`src/pkg/sfthc_pkg.sv`:
```
package sfthc_pkg;

    // =========================================================
    // Sizes
    // =========================================================
    localparam int unsigned RX_DEPTH = 512;
    localparam int unsigned TX_DEPTH = 256;
    localparam int unsigned PTR_W = 12;
    localparam int unsigned OCC_W = 13;
    localparam int unsigned DATA_W = 8;
    localparam int unsigned ADDR_W = 16;
    localparam int unsigned GR_W = 3;
    localparam int unsigned TX_GR_SHIFT = 2;

    // =========================================================
    // Register indices, byte address is four times the index
    // =========================================================
    localparam logic [15:0] IDX_RX_FLAGS = 16'h2064;
    localparam logic [15:0] IDX_RX_CONTROL = 16'h2068;
    localparam logic [15:0] IDX_RX_THRESHOLD = 16'h206e;
    localparam logic [15:0] IDX_RX_RPTR = 16'h2072;
    localparam logic [15:0] IDX_RX_WPTR = 16'h2076;
    localparam logic [15:0] IDX_RX_LAST_READ = 16'h207a;
    localparam logic [15:0] IDX_RX_LAST_WRITE = 16'h207c;
    localparam logic [15:0] IDX_TX_FLAGS = 16'h2084;
    localparam logic [15:0] IDX_TX_CONTROL = 16'h2088;
    localparam logic [15:0] IDX_TX_THRESHOLD = 16'h208e;
    localparam logic [15:0] IDX_TX_RPTR = 16'h2092;
    localparam logic [15:0] IDX_TX_WPTR = 16'h2096;
    localparam logic [15:0] IDX_SERVICE_ROUTE = 16'h20a0;

    // =========================================================
    // Field positions, counted from the least significant bit
    // =========================================================
    localparam int unsigned ST_ERROR = 6;
    localparam int unsigned ST_UNDERRUN = 5;
    localparam int unsigned ST_OVERRUN = 4;
    localparam int unsigned ST_FULL = 2;
    localparam int unsigned ST_ALARM = 1;
    localparam int unsigned ST_EMPTY = 0;
    localparam int unsigned CT_FRAME = 3;
    localparam int unsigned RT_CPU = 0;

    // =========================================================
    // Reset values
    // =========================================================
    localparam logic [7:0] CONTROL_RESET = 8'h09;
    localparam logic [11:0] THRESHOLD_RESET = 12'h000;
    localparam logic [11:0] PTR_RESET = 12'h000;

    function automatic logic [ADDR_W-1:0] byte_addr(input logic [15:0] idx);
        byte_addr = {idx[ADDR_W-3:0], 2'b00};
    endfunction

endpackage

```
`src/sfthc_fifo.sv`:
```
// Local design decision: register access over APB.
module sfthc_fifo #(
    parameter int unsigned RX_DEPTH = sfthc_pkg::RX_DEPTH,
    parameter int unsigned TX_DEPTH = sfthc_pkg::TX_DEPTH
) (
    input wire logic pclk,
    input wire logic presetn,
    input wire logic psel,
    input wire logic penable,
    input wire logic pwrite,
    input wire logic [sfthc_pkg::ADDR_W-1:0] paddr,
    input wire logic [31:0] pwdata,
    output logic [31:0] prdata,
    output logic pready,
    output logic pslverr,
    input wire logic tx_select,
    input wire logic push_strobe,
    input wire logic [sfthc_pkg::DATA_W-1:0] push_data,
    input wire logic pop_strobe,
    output logic [sfthc_pkg::DATA_W-1:0] pop_data,
    output logic fifo_full,
    output logic fifo_empty,
    output logic dma_req,
    output logic cpu_irq
);

    localparam int unsigned MEM_DEPTH = (RX_DEPTH > TX_DEPTH) ? RX_DEPTH : TX_DEPTH;
    localparam int unsigned MEM_AW = $clog2(MEM_DEPTH);
    localparam int unsigned PW = sfthc_pkg::PTR_W;
    localparam int unsigned OW = sfthc_pkg::OCC_W;

    // =========================================================
    // Helpers
    // =========================================================
    function automatic logic hit(input logic [sfthc_pkg::ADDR_W-1:0] a, input logic [15:0] idx);
        hit = (a == sfthc_pkg::byte_addr(idx));
    endfunction

    function automatic logic [PW-1:0] ptr_step(input logic [PW-1:0] p, input logic [OW-1:0] d);
        if ({1'b0, p} == d - 13'h0001) begin
            ptr_step = 12'h000;
        end else begin
            ptr_step = p + 12'h001;
        end
    endfunction

    function automatic logic [31:0] wide16(input logic [15:0] v);
        wide16 = {16'h0000, v};
    endfunction

    // =========================================================
    // Mode and depth
    // =========================================================
    logic tx_mode_q;
    logic [OW-1:0] depth;

    always_ff @(posedge pclk or negedge presetn) begin
        if (!presetn) begin
            tx_mode_q <= 1'b0;
        end else begin
            tx_mode_q <= tx_select;
        end
    end

    assign depth = tx_mode_q ? OW'(TX_DEPTH) : OW'(RX_DEPTH);

    // =========================================================
    // Register bus decode
    // =========================================================
    logic setup_ph;
    logic wr_acc;
    logic a_flags, a_ctrl, a_thr, a_rptr, a_wptr, a_lrd, a_lwr, a_route;
    logic mapped;

    assign setup_ph = psel && !penable;
    assign a_flags = tx_mode_q ? hit(paddr, sfthc_pkg::IDX_TX_FLAGS)
                               : hit(paddr, sfthc_pkg::IDX_RX_FLAGS);
    assign a_ctrl = tx_mode_q ? hit(paddr, sfthc_pkg::IDX_TX_CONTROL)
                              : hit(paddr, sfthc_pkg::IDX_RX_CONTROL);
    assign a_thr = tx_mode_q ? hit(paddr, sfthc_pkg::IDX_TX_THRESHOLD)
                             : hit(paddr, sfthc_pkg::IDX_RX_THRESHOLD);
    assign a_rptr = tx_mode_q ? hit(paddr, sfthc_pkg::IDX_TX_RPTR)
                              : hit(paddr, sfthc_pkg::IDX_RX_RPTR);
    assign a_wptr = tx_mode_q ? hit(paddr, sfthc_pkg::IDX_TX_WPTR)
                              : hit(paddr, sfthc_pkg::IDX_RX_WPTR);
    assign a_lrd = !tx_mode_q && hit(paddr, sfthc_pkg::IDX_RX_LAST_READ);
    assign a_lwr = !tx_mode_q && hit(paddr, sfthc_pkg::IDX_RX_LAST_WRITE);
    assign a_route = hit(paddr, sfthc_pkg::IDX_SERVICE_ROUTE);
    assign mapped = a_flags || a_ctrl || a_thr || a_rptr || a_wptr || a_lrd || a_lwr
                    || a_route;

    assign wr_acc = psel && penable && pwrite && mapped;
    assign pready = 1'b1;
    assign pslverr = psel && penable && !mapped;

    // =========================================================
    // Storage and pointers
    // =========================================================
    logic [sfthc_pkg::DATA_W-1:0] mem [0:MEM_DEPTH-1];
    logic [PW-1:0] rptr_q;
    logic [PW-1:0] wptr_q;
    logic rwrap_q;
    logic wwrap_q;
    logic [OW-1:0] occ;
    logic [OW-1:0] free;
    logic do_push, do_pop;
    logic ev_over, ev_under, ev_bounds;
    logic sw_rptr, sw_wptr;

    assign occ = (rwrap_q == wwrap_q) ? (OW'(wptr_q) - OW'(rptr_q))
                                      : (depth - OW'(rptr_q) + OW'(wptr_q));
    assign free = depth - occ;
    assign fifo_full = (occ == depth);
    assign fifo_empty = (occ == '0);

    assign do_push = push_strobe && !fifo_full;
    assign do_pop = pop_strobe && !fifo_empty;
    assign ev_over = push_strobe && fifo_full;
    assign ev_under = pop_strobe && fifo_empty;
    assign sw_rptr = wr_acc && a_rptr;
    assign sw_wptr = wr_acc && a_wptr;
    assign ev_bounds = (sw_rptr || sw_wptr) && ({1'b0, pwdata[PW-1:0]} >= depth);

    always_ff @(posedge pclk) begin
        if (do_push) begin
            mem[wptr_q[MEM_AW-1:0]] <= push_data;
        end
    end

    always_ff @(posedge pclk or negedge presetn) begin
        if (!presetn) begin
            pop_data <= '0;
        end else if (do_pop) begin
            pop_data <= mem[rptr_q[MEM_AW-1:0]];
        end
    end

    // Software pointer writes take precedence over hardware advance
    always_ff @(posedge pclk or negedge presetn) begin
        if (!presetn) begin
            rptr_q <= sfthc_pkg::PTR_RESET;
            rwrap_q <= 1'b0;
        end else if (sw_rptr) begin
            if (!ev_bounds) begin
                rptr_q <= pwdata[PW-1:0];
            end
        end else if (do_pop) begin
            rptr_q <= ptr_step(rptr_q, depth);
            if (ptr_step(rptr_q, depth) == '0) begin
                rwrap_q <= !rwrap_q;
            end
        end
    end

    always_ff @(posedge pclk or negedge presetn) begin
        if (!presetn) begin
            wptr_q <= sfthc_pkg::PTR_RESET;
            wwrap_q <= 1'b0;
        end else if (sw_wptr) begin
            if (!ev_bounds) begin
                wptr_q <= pwdata[PW-1:0];
            end
        end else if (do_push) begin
            wptr_q <= ptr_step(wptr_q, depth);
            if (ptr_step(wptr_q, depth) == '0) begin
                wwrap_q <= !wwrap_q;
            end
        end
    end

    // =========================================================
    // Control, threshold, route and boundary registers
    // =========================================================
    logic [7:0] ctrl_q;
    logic [PW-1:0] thr_q;
    logic route_cpu_q;
    logic [PW-1:0] last_rd_q;
    logic [PW-1:0] last_wr_q;
    logic [sfthc_pkg::GR_W-1:0] release_level_field;

    assign release_level_field = ctrl_q[sfthc_pkg::GR_W-1:0];

    always_ff @(posedge pclk or negedge presetn) begin
        if (!presetn) begin
            ctrl_q <= sfthc_pkg::CONTROL_RESET;
        end else if (wr_acc && a_ctrl) begin
            ctrl_q <= pwdata[7:0];
        end
    end

    always_ff @(posedge pclk or negedge presetn) begin
        if (!presetn) begin
            thr_q <= sfthc_pkg::THRESHOLD_RESET;
        end else if (wr_acc && a_thr) begin
            thr_q <= pwdata[PW-1:0];
        end
    end

    always_ff @(posedge pclk or negedge presetn) begin
        if (!presetn) begin
            route_cpu_q <= 1'b0;
        end else if (wr_acc && a_route) begin
            route_cpu_q <= pwdata[sfthc_pkg::RT_CPU];
        end
    end

    always_ff @(posedge pclk or negedge presetn) begin
        if (!presetn) begin
            last_rd_q <= sfthc_pkg::PTR_RESET;
            last_wr_q <= sfthc_pkg::PTR_RESET;
        end else begin
            if (wr_acc && a_lrd) begin
                last_rd_q <= pwdata[PW-1:0];
            end
            if (wr_acc && a_lwr) begin
                last_wr_q <= pwdata[PW-1:0];
            end
        end
    end

    // =========================================================
    // Service request
    // =========================================================
    logic raise;
    logic drop;
    logic alarm_q;
    logic [OW-1:0] tx_release;

    assign tx_release = OW'(release_level_field) << sfthc_pkg::TX_GR_SHIFT;
    assign raise = tx_mode_q ? (occ < OW'(thr_q))
                             : (free < OW'(thr_q));
    assign drop = tx_mode_q ? (free <= tx_release)
                            : (occ < OW'(release_level_field));

    always_ff @(posedge pclk or negedge presetn) begin
        if (!presetn) begin
            alarm_q <= 1'b0;
        end else if (route_cpu_q) begin
            alarm_q <= raise;
        end else if (raise) begin
            alarm_q <= 1'b1;
        end else if (drop) begin
            alarm_q <= 1'b0;
        end
    end

    assign dma_req = alarm_q && !route_cpu_q;
    assign cpu_irq = alarm_q && route_cpu_q;

    // =========================================================
    // Sticky flags, write one to clear, set wins
    // =========================================================
    logic err_q, under_q, over_q;
    logic clr_flags;

    assign clr_flags = wr_acc && a_flags;

    always_ff @(posedge pclk or negedge presetn) begin
        if (!presetn) begin
            err_q <= 1'b0;
            under_q <= 1'b0;
            over_q <= 1'b0;
        end else begin
            err_q <= (ev_over || ev_under || ev_bounds)
                     || (err_q && !(clr_flags && pwdata[sfthc_pkg::ST_ERROR]));
            under_q <= ev_under
                       || (under_q && !(clr_flags && pwdata[sfthc_pkg::ST_UNDERRUN]));
            over_q <= ev_over
                      || (over_q && !(clr_flags && pwdata[sfthc_pkg::ST_OVERRUN]));
        end
    end

    // =========================================================
    // Read data, captured in the setup phase
    // =========================================================
    logic [15:0] status;
    logic [31:0] rd_mux;

    always_comb begin
        status = '0;
        status[sfthc_pkg::ST_ERROR] = err_q;
        status[sfthc_pkg::ST_UNDERRUN] = under_q;
        status[sfthc_pkg::ST_OVERRUN] = over_q;
        status[sfthc_pkg::ST_FULL] = fifo_full;
        status[sfthc_pkg::ST_ALARM] = alarm_q;
        status[sfthc_pkg::ST_EMPTY] = fifo_empty;
    end

    always_comb begin
        rd_mux = '0;
        if (a_flags) begin
            rd_mux = wide16(status);
        end else if (a_ctrl) begin
            rd_mux = {24'h000000, ctrl_q};
        end else if (a_thr) begin
            rd_mux = {20'h00000, thr_q};
        end else if (a_rptr) begin
            rd_mux = {20'h00000, rptr_q};
        end else if (a_wptr) begin
            rd_mux = {20'h00000, wptr_q};
        end else if (a_lrd) begin
            rd_mux = {20'h00000, last_rd_q};
        end else if (a_lwr) begin
            rd_mux = {20'h00000, last_wr_q};
        end else if (a_route) begin
            rd_mux = {31'h00000000, route_cpu_q};
        end
    end

    always_ff @(posedge pclk or negedge presetn) begin
        if (!presetn) begin
            prdata <= '0;
        end else if (setup_ph && !pwrite) begin
            prdata <= rd_mux;
        end
    end

endmodule

```
`config.mk`:
```
export PLATFORM = sky130hd
export DESIGN_NAME = sfthc_fifo
export DESIGN_NICKNAME = d
export VERILOG_FILES = /design/src/pkg/sfthc_pkg.sv /design/src/sfthc_fifo.sv
export SDC_FILE = /design/constraint.sdc
export NUM_CORES = 2
export LEC_CHECK = 0
export BUFFER_PORTS_ARGS = -buffer_cell sky130_fd_sc_hd__buf_2
export CAP_MARGIN = 30
export CELL_PAD_IN_SITES_DETAIL_PLACEMENT = 0
export CELL_PAD_IN_SITES_GLOBAL_PLACEMENT = 1
export CORE_MARGIN = 3
export CORE_UTILIZATION = 57
export DETAILED_ROUTE_END_ITERATION = 8
export HOLD_SLACK_MARGIN = 0.08
export MAX_ROUTING_LAYER = met4
export PLACE_DENSITY_LB_ADDON = 0.1
export SKIP_LAST_GASP = 1
export SYNTH_ARGS = -nofsm -noshare
export SYNTH_HDL_FRONTEND = slang
export SYNTH_SLANG_ARGS = --single-unit
```
`constraint.sdc`:
```
create_clock -name pclk -period 10.4 [get_ports pclk]
set_clock_uncertainty 0.1 [all_clocks]
set_input_delay 2.08 -clock pclk [delete_from_list [all_inputs] [get_ports pclk]]
set_output_delay 2.08 -clock pclk [all_outputs]
set_load 0.01 [all_outputs]
```
# After elaboration in Yosys (flattened, before gate mapping)
# Memory sizes are Yosys's and may differ from the RTL's. A register that Yosys moved wholly into a read port is not among the register bits.
# Index checks and enable logic that the tools add are counted.
# op_classes
eq_ne	19
n_bitwise	2
add_sub_neg	7
order_cmp	5
muxes	31
n_reduce_logical	65
# op_table
cell	n
== test 16 bit (second input constant)	13
two-way mux 12 bit	13
two-way mux 32 bit	3
logical AND 1 bit	29
== test 12 x 13 -> 1 bit	2
< comparator 13 x 12 -> 1 bit	2
adder 12 x 1 -> 12 bit (second input constant)	2
logical NOT 12 bit	2
adder 13 x 12 -> 13 bit	1
== test 13 x 10 -> 1 bit	1
<= comparator 13 x 5 -> 1 bit	1
logical NOT 1 bit	13
logical NOT 13 bit	1
logical OR 1 bit	13
< comparator 13 x 3 -> 1 bit	1
two-way mux 1 bit	13
two-way mux 13 bit	1
subtractor 10 x 12 -> 13 bit	1
subtractor 10 x 13 -> 13 bit	1
subtractor 12 x 12 -> 13 bit	1
>= comparator 12 x 10 -> 1 bit	1
subtractor 10 x 1 -> 11 bit (second input constant)	1
two-way mux 10 bit	1
AND reduction 3 bit	2
other kinds (6)	10
# word_totals
mem_count	1
reg_bits	108
ram_bits	4096
elab_cells	145
# memory_table
name	words	word_bits	read_ports	rd_ports_with_merged_regs	wr	line_no	source
mem	512	8	1	1	1	sfthc_fifo.sv:99	logic [sfthc_pkg::DATA_W-1:0] mem [0:MEM_DEPTH-1];

# Depth between registers and ports, before layout
# logic_depth
ltp_word	15
ltp_mapped	28
mapped_depth_nobuf	23

# Worst setup path before layout
# No wires, ideal clock.
# synth_timing
path_type	register to output
from	register rptr_q[1]
to	output port fifo_full
slack_ns	3.423
required_ns	8.220
arrival_time_ns	4.797
stages_incl_launch_ff	22
path_cell_list	dfrtp_1 buf_2 clkbuf_1 buf_2 buf_2 buf_2 buf_1 inv_1 ha_1 ha_1 inv_1 fa_1 or2_1 a211oi_1 o21ai_0 and3b_1 xnor2_1 mux2_2 inv_1 ha_1 nand4_1 nor2_1
# synth_via
elab_chain_len	4
word_cells_on_any_way	5
cone_classes	3 x add/sub; 1 x eq/ne; 1 x mux
# synth_rtl
element	line_no	source
start: declaration	sfthc_fifo.sv:100	logic [PW-1:0] rptr_q;
start signal: assignment	sfthc_fifo.sv:141	rptr_q <= sfthc_pkg::PTR_RESET;
start signal: assignment	sfthc_fifo.sv:145	rptr_q <= pwdata[PW-1:0];
start signal: assignment	sfthc_fifo.sv:148	rptr_q <= ptr_step(rptr_q, depth);
subtractor 10 x 12 -> 13 bit	sfthc_fifo.sv:111	: (depth - OW'(rptr_q) + OW'(wptr_q));
adder 13 x 12 -> 13 bit	sfthc_fifo.sv:111	
two-way mux 13 bit (*)	sfthc_fifo.sv:110	assign occ = (rwrap_q == wwrap_q) ? (OW'(wptr_q) - OW'(rptr_q))
== test 13 x 10 -> 1 bit (*)	sfthc_fifo.sv:113	assign fifo_full = (occ == depth);
end: declaration	sfthc_fifo.sv:21	output logic fifo_full,
# Every way passes the cells marked *; elsewhere a longest branch is shown, timed or not.

# Worst setup path in the final report
# layout_timing
from	register rptr_q[2]
to	output port fifo_empty
# layout_via
elab_chain_len	4
word_cells_on_any_way	5
cone_classes	3 x add/sub; 1 x mux; 1 x reduce/logical
# layout_rtl
element	line_no	source
subtractor 10 x 12 -> 13 bit	sfthc_fifo.sv:111	
adder 13 x 12 -> 13 bit	sfthc_fifo.sv:111	
two-way mux 13 bit (*)	sfthc_fifo.sv:110	
logical NOT 13 bit (*)	sfthc_fifo.sv:114	assign fifo_empty = (occ == '0);
end: declaration	sfthc_fifo.sv:22	output logic fifo_empty,
# Marks and branches as above.

==> results.md <==
- Result of the run: complete, but fails checks
- Violated checks: max-slew violations
- Vias per cell: 6.59
- Peak supply drop: 234 uV
- Worst Path Max Fanout: 33
- Number of synthesized register bits: 4192
- Post-route worst setup slack: 1.99 ns
- Distinct cell type count after synthesis: 86
- Maximum number of pins on one net before global-route repair: 213
- Sw Pwr: 12700 uW
- Final Hold Slack: 0.386 ns
- Die boundary height: 545 um
- Most instantiated library cell after synthesis: edfxtp_1
- Final Instance Count excl. Fillers: 11900
- Hold Buf Count CTS: 0
- Number of stages on the worst hold path: 2
- Switching portion of total power: 0.289
- Met3 Routed Length: 36200 um
- Number of buffers on the longest clock path: 4
- Placeable Area: 288000 um^2
- Count of vias placed by the detailed router: 78800
- Share of the clock period used by the worst path after layout: 0.809
- Commonest cells in the netlist: edfxtp_1 (4096), mux4_2 (1241), nor2_1 (570)
- Synth top area cells: edfxtp_1 (74%), mux4_2 (17%), dfrtp_1 (1.4%)
- Prevailing post-synth register cell: edfxtp_1
- Die Wd: 545 um
- Post-layout power: 44000 uW
- Area overhead of the layout relative to synthesis: 11.2%
- Average cell area after synthesis: 21.7 um^2
- Worst min path class: register to register
- Max-Slew Margin vs Limit: -0.0804
- Overall overflow remaining after global route: 0
- Fill cell count: 19100
- Number of placed cells counting well taps: 11200
- Dominant cell type by area after synthesis: edfxtp_1
- Vias in the first global route: 79200
- Starting density of the core: 0.573
- Antenna-violating nets left: 0
- Fraction of synthesis flops using an asynchronous set or reset pin: 0.0229
- Sequential cell area fraction in the yosys report: 0.758
- Detailed Route WL: 405000 um
- Dpl ws: 2.38 ns
- Highest metal used: met4
- DRC errors left: 0
- Clock power share: 0.340
- CTS clk-pin slew, worst paths: 0.07 ns
- Total clock sinks: 4192
- Post-layout minimum cycle time: 8.41 ns
- Arrival @ worst endpoint: 6.23 ns
- Data required time at the worst endpoint: 8.22 ns
- Number of antenna violations at the first check in global routing: 20
- Port Buffers: 68
- Metal2 WL: 195000 um
- Final HPWL DP: 236000 um
- Maxcap violations: 0
- Post-synthesis cell count: 7637
- Global-route total usage across every layer: 0.284
- Clock root buffer master: clkbuf_16
- Post-route met1 wirelength: 163000 um
- Post-cts resize count: 0
- Clock tree from TritonCTS: built
- Measured slew at the worst slew-check pin: 1.62 ns
- Leakage power of the design: 0.0575 uW
- Maximum level of the CTS H-tree: 5
- Sort of element at the end of the critical path: output pin
- Routed wire length per instance: 33.9 um
- RSZ-0062 raised after global routing: no
- Proportion of layout cells with a drive suffix above 1: 0.266
- Total power density per cell area: 239 nW/um^2
- Internal power component: 31200 uW
- Routability congestion estimate from global placement: 0.854
- Final Hold Violating Endpoints: 0
- Number of enable-type register cells in the synthesized netlist: 4096
- Kind of start point of the critical path: register
- Summed negative setup slack over all endpoints: 0 ns
- Number of cells traversed by the worst register-to-register path: 18
- Warnings from Yosys: 0
- Total iterations of the first detailed-routing run: 8
- Number of nets in the layout: 7956
- Inserted Clock Buffers: 411
- Die area: 297000 um^2
- Io pins: 110
- Combinational power share: 0.231
- Clock latency reported for the late side of the worst-skew pair: 0.95 ns
- Number of rows in the core area: 197
- DR iter-0 viols: 9850
- Setup Fix Bufs, Post-CTS: 0
- Share of the synthesized area in the top cell type: 0.744
- Fmax: 0.119 GHz
- First-pass GRT wire length: 581000 um
- Final-report max-slew violation count: 108
- Class of the most critical setup path: register to output pin
- Setup violators final: 0
- Synthesized cell area: 165000 um^2
- Reg power frac: 0.429
-- final timing paths --
kind	from	endpoint	slack, ns
max	rptr_q[2]	fifo_empty	1.99
min	pop_data[1]	pop_data[1]	0.39
max reg2reg	rptr_q[2]	mem[97][1]	2.24
min reg2reg	pop_data[1]	pop_data[1]	0.39
max in group asynchronous	presetn	rptr_q[0]	7.79
min in group asynchronous	presetn	pop_data[0]	1.18
-- routing by layer --
metal	track usage	vias up
met1	0.410	42200
met4	0.0738	0
met5	-	-
met2	0.429	3606
met3	0.0499	606
li1	-	32300
-- logic make-up after synthesis --
| group | count (synthesis) | synth area share |
|---|---|---|
| buffers and inverters | 529 | 0.0138 |
| adders and majority gates | 73 | 0.00602 |
| muxes | 1340 | 0.175 |
| AOI/OAI and AO/OA | 371 | 0.0162 |
| DFF | 4192 | 0.758 |
| xor gates and xnor gates | 35 | 0.00190 |
| and+or+nand+nor | 1095 | 0.0285 |
| other | 2 | 0.0000454 |
-- through the flow --
stage,utilization,cell area (um^2)
global placement,0.590,170000
floorplan,-,165000
finish,0.638,184000
detailed placement,0.590,170000
global route,0.638,184000
CTS,0.637,184000
-- cells in the final DEF (no fill, tap or decap), types with 46 or more instances in the layout --
master	instances
dfrtp_1	90
inv_1	57
clkbuf_1	67
ha_1	62
clkinv_2	73
nand2_1	259
a21oi_1	72
buf_4	114
mux2_2	46
clkbuf_16	417
bufinv_16	52
nand3_1	56
buf_2	59
mux2i_1	53
o21ai_0	54
nor2_1	562
edfxtp_1	4096
clkinv_1	87
mux4_2	1241
-- worst max-delay path, stage by stage, from the launching register on --
cell and delay [ns]:
dfrtp_4 0.75, clkinv_2 0.73, ha_1 0.67, inv_1 0.08, fa_1 0.40, or2_1 0.28, a211oi_1 0.38, o21ai_0 0.19
or2_1 0.27, o32ai_1 0.28, nand2_1 0.27, nor4_1 0.68, buf_2 0.26
-- power groups by stage --
stage / combinational [uW] / sequential, uW / clock, uW
final: 10100 / 18900 / 15000
after global routing: 10700 / 18900 / 15900
after CTS: 10200 / 18900 / 15200
after detailed placement: 10100 / 19200 / 0
after global placement: 10100 / 19200 / 0
after floorplan: 6220 / 19100 / 0
-- sequential cells by signal, summed over array words and instances (netlist names) --
| signal | flops |
|---|---|
| last_rd_q | 12 |
| ctrl_q | 8 |
| wwrap_q | 1 |
| over_q | 1 |
| tx_mode_q | 1 |
| alarm_q | 1 |
| rwrap_q | 1 |
| err_q | 1 |
| last_wr_q | 12 |
| prdata | 12 |
| wptr_q | 12 |
| route_cpu_q | 1 |
| mem | 4096 |
| thr_q | 12 |
| rptr_q | 12 |
| under_q | 1 |
| pop_data | 8 |
-- area by class of cell --
class                      count  area [um^2]  area share
sequential                  4192       125000       0.682
multi-input combinational   2935        38000       0.207
clock buffer                 485        10700      0.0582
tap                         3781         4730      0.0257
clock inverter               265         2850      0.0155
timing repair buffer         216         2000      0.0109
inverter                      63          253     0.00137
antenna                        9         22.5    0.000122
Power figures use the tool's default switching activity.
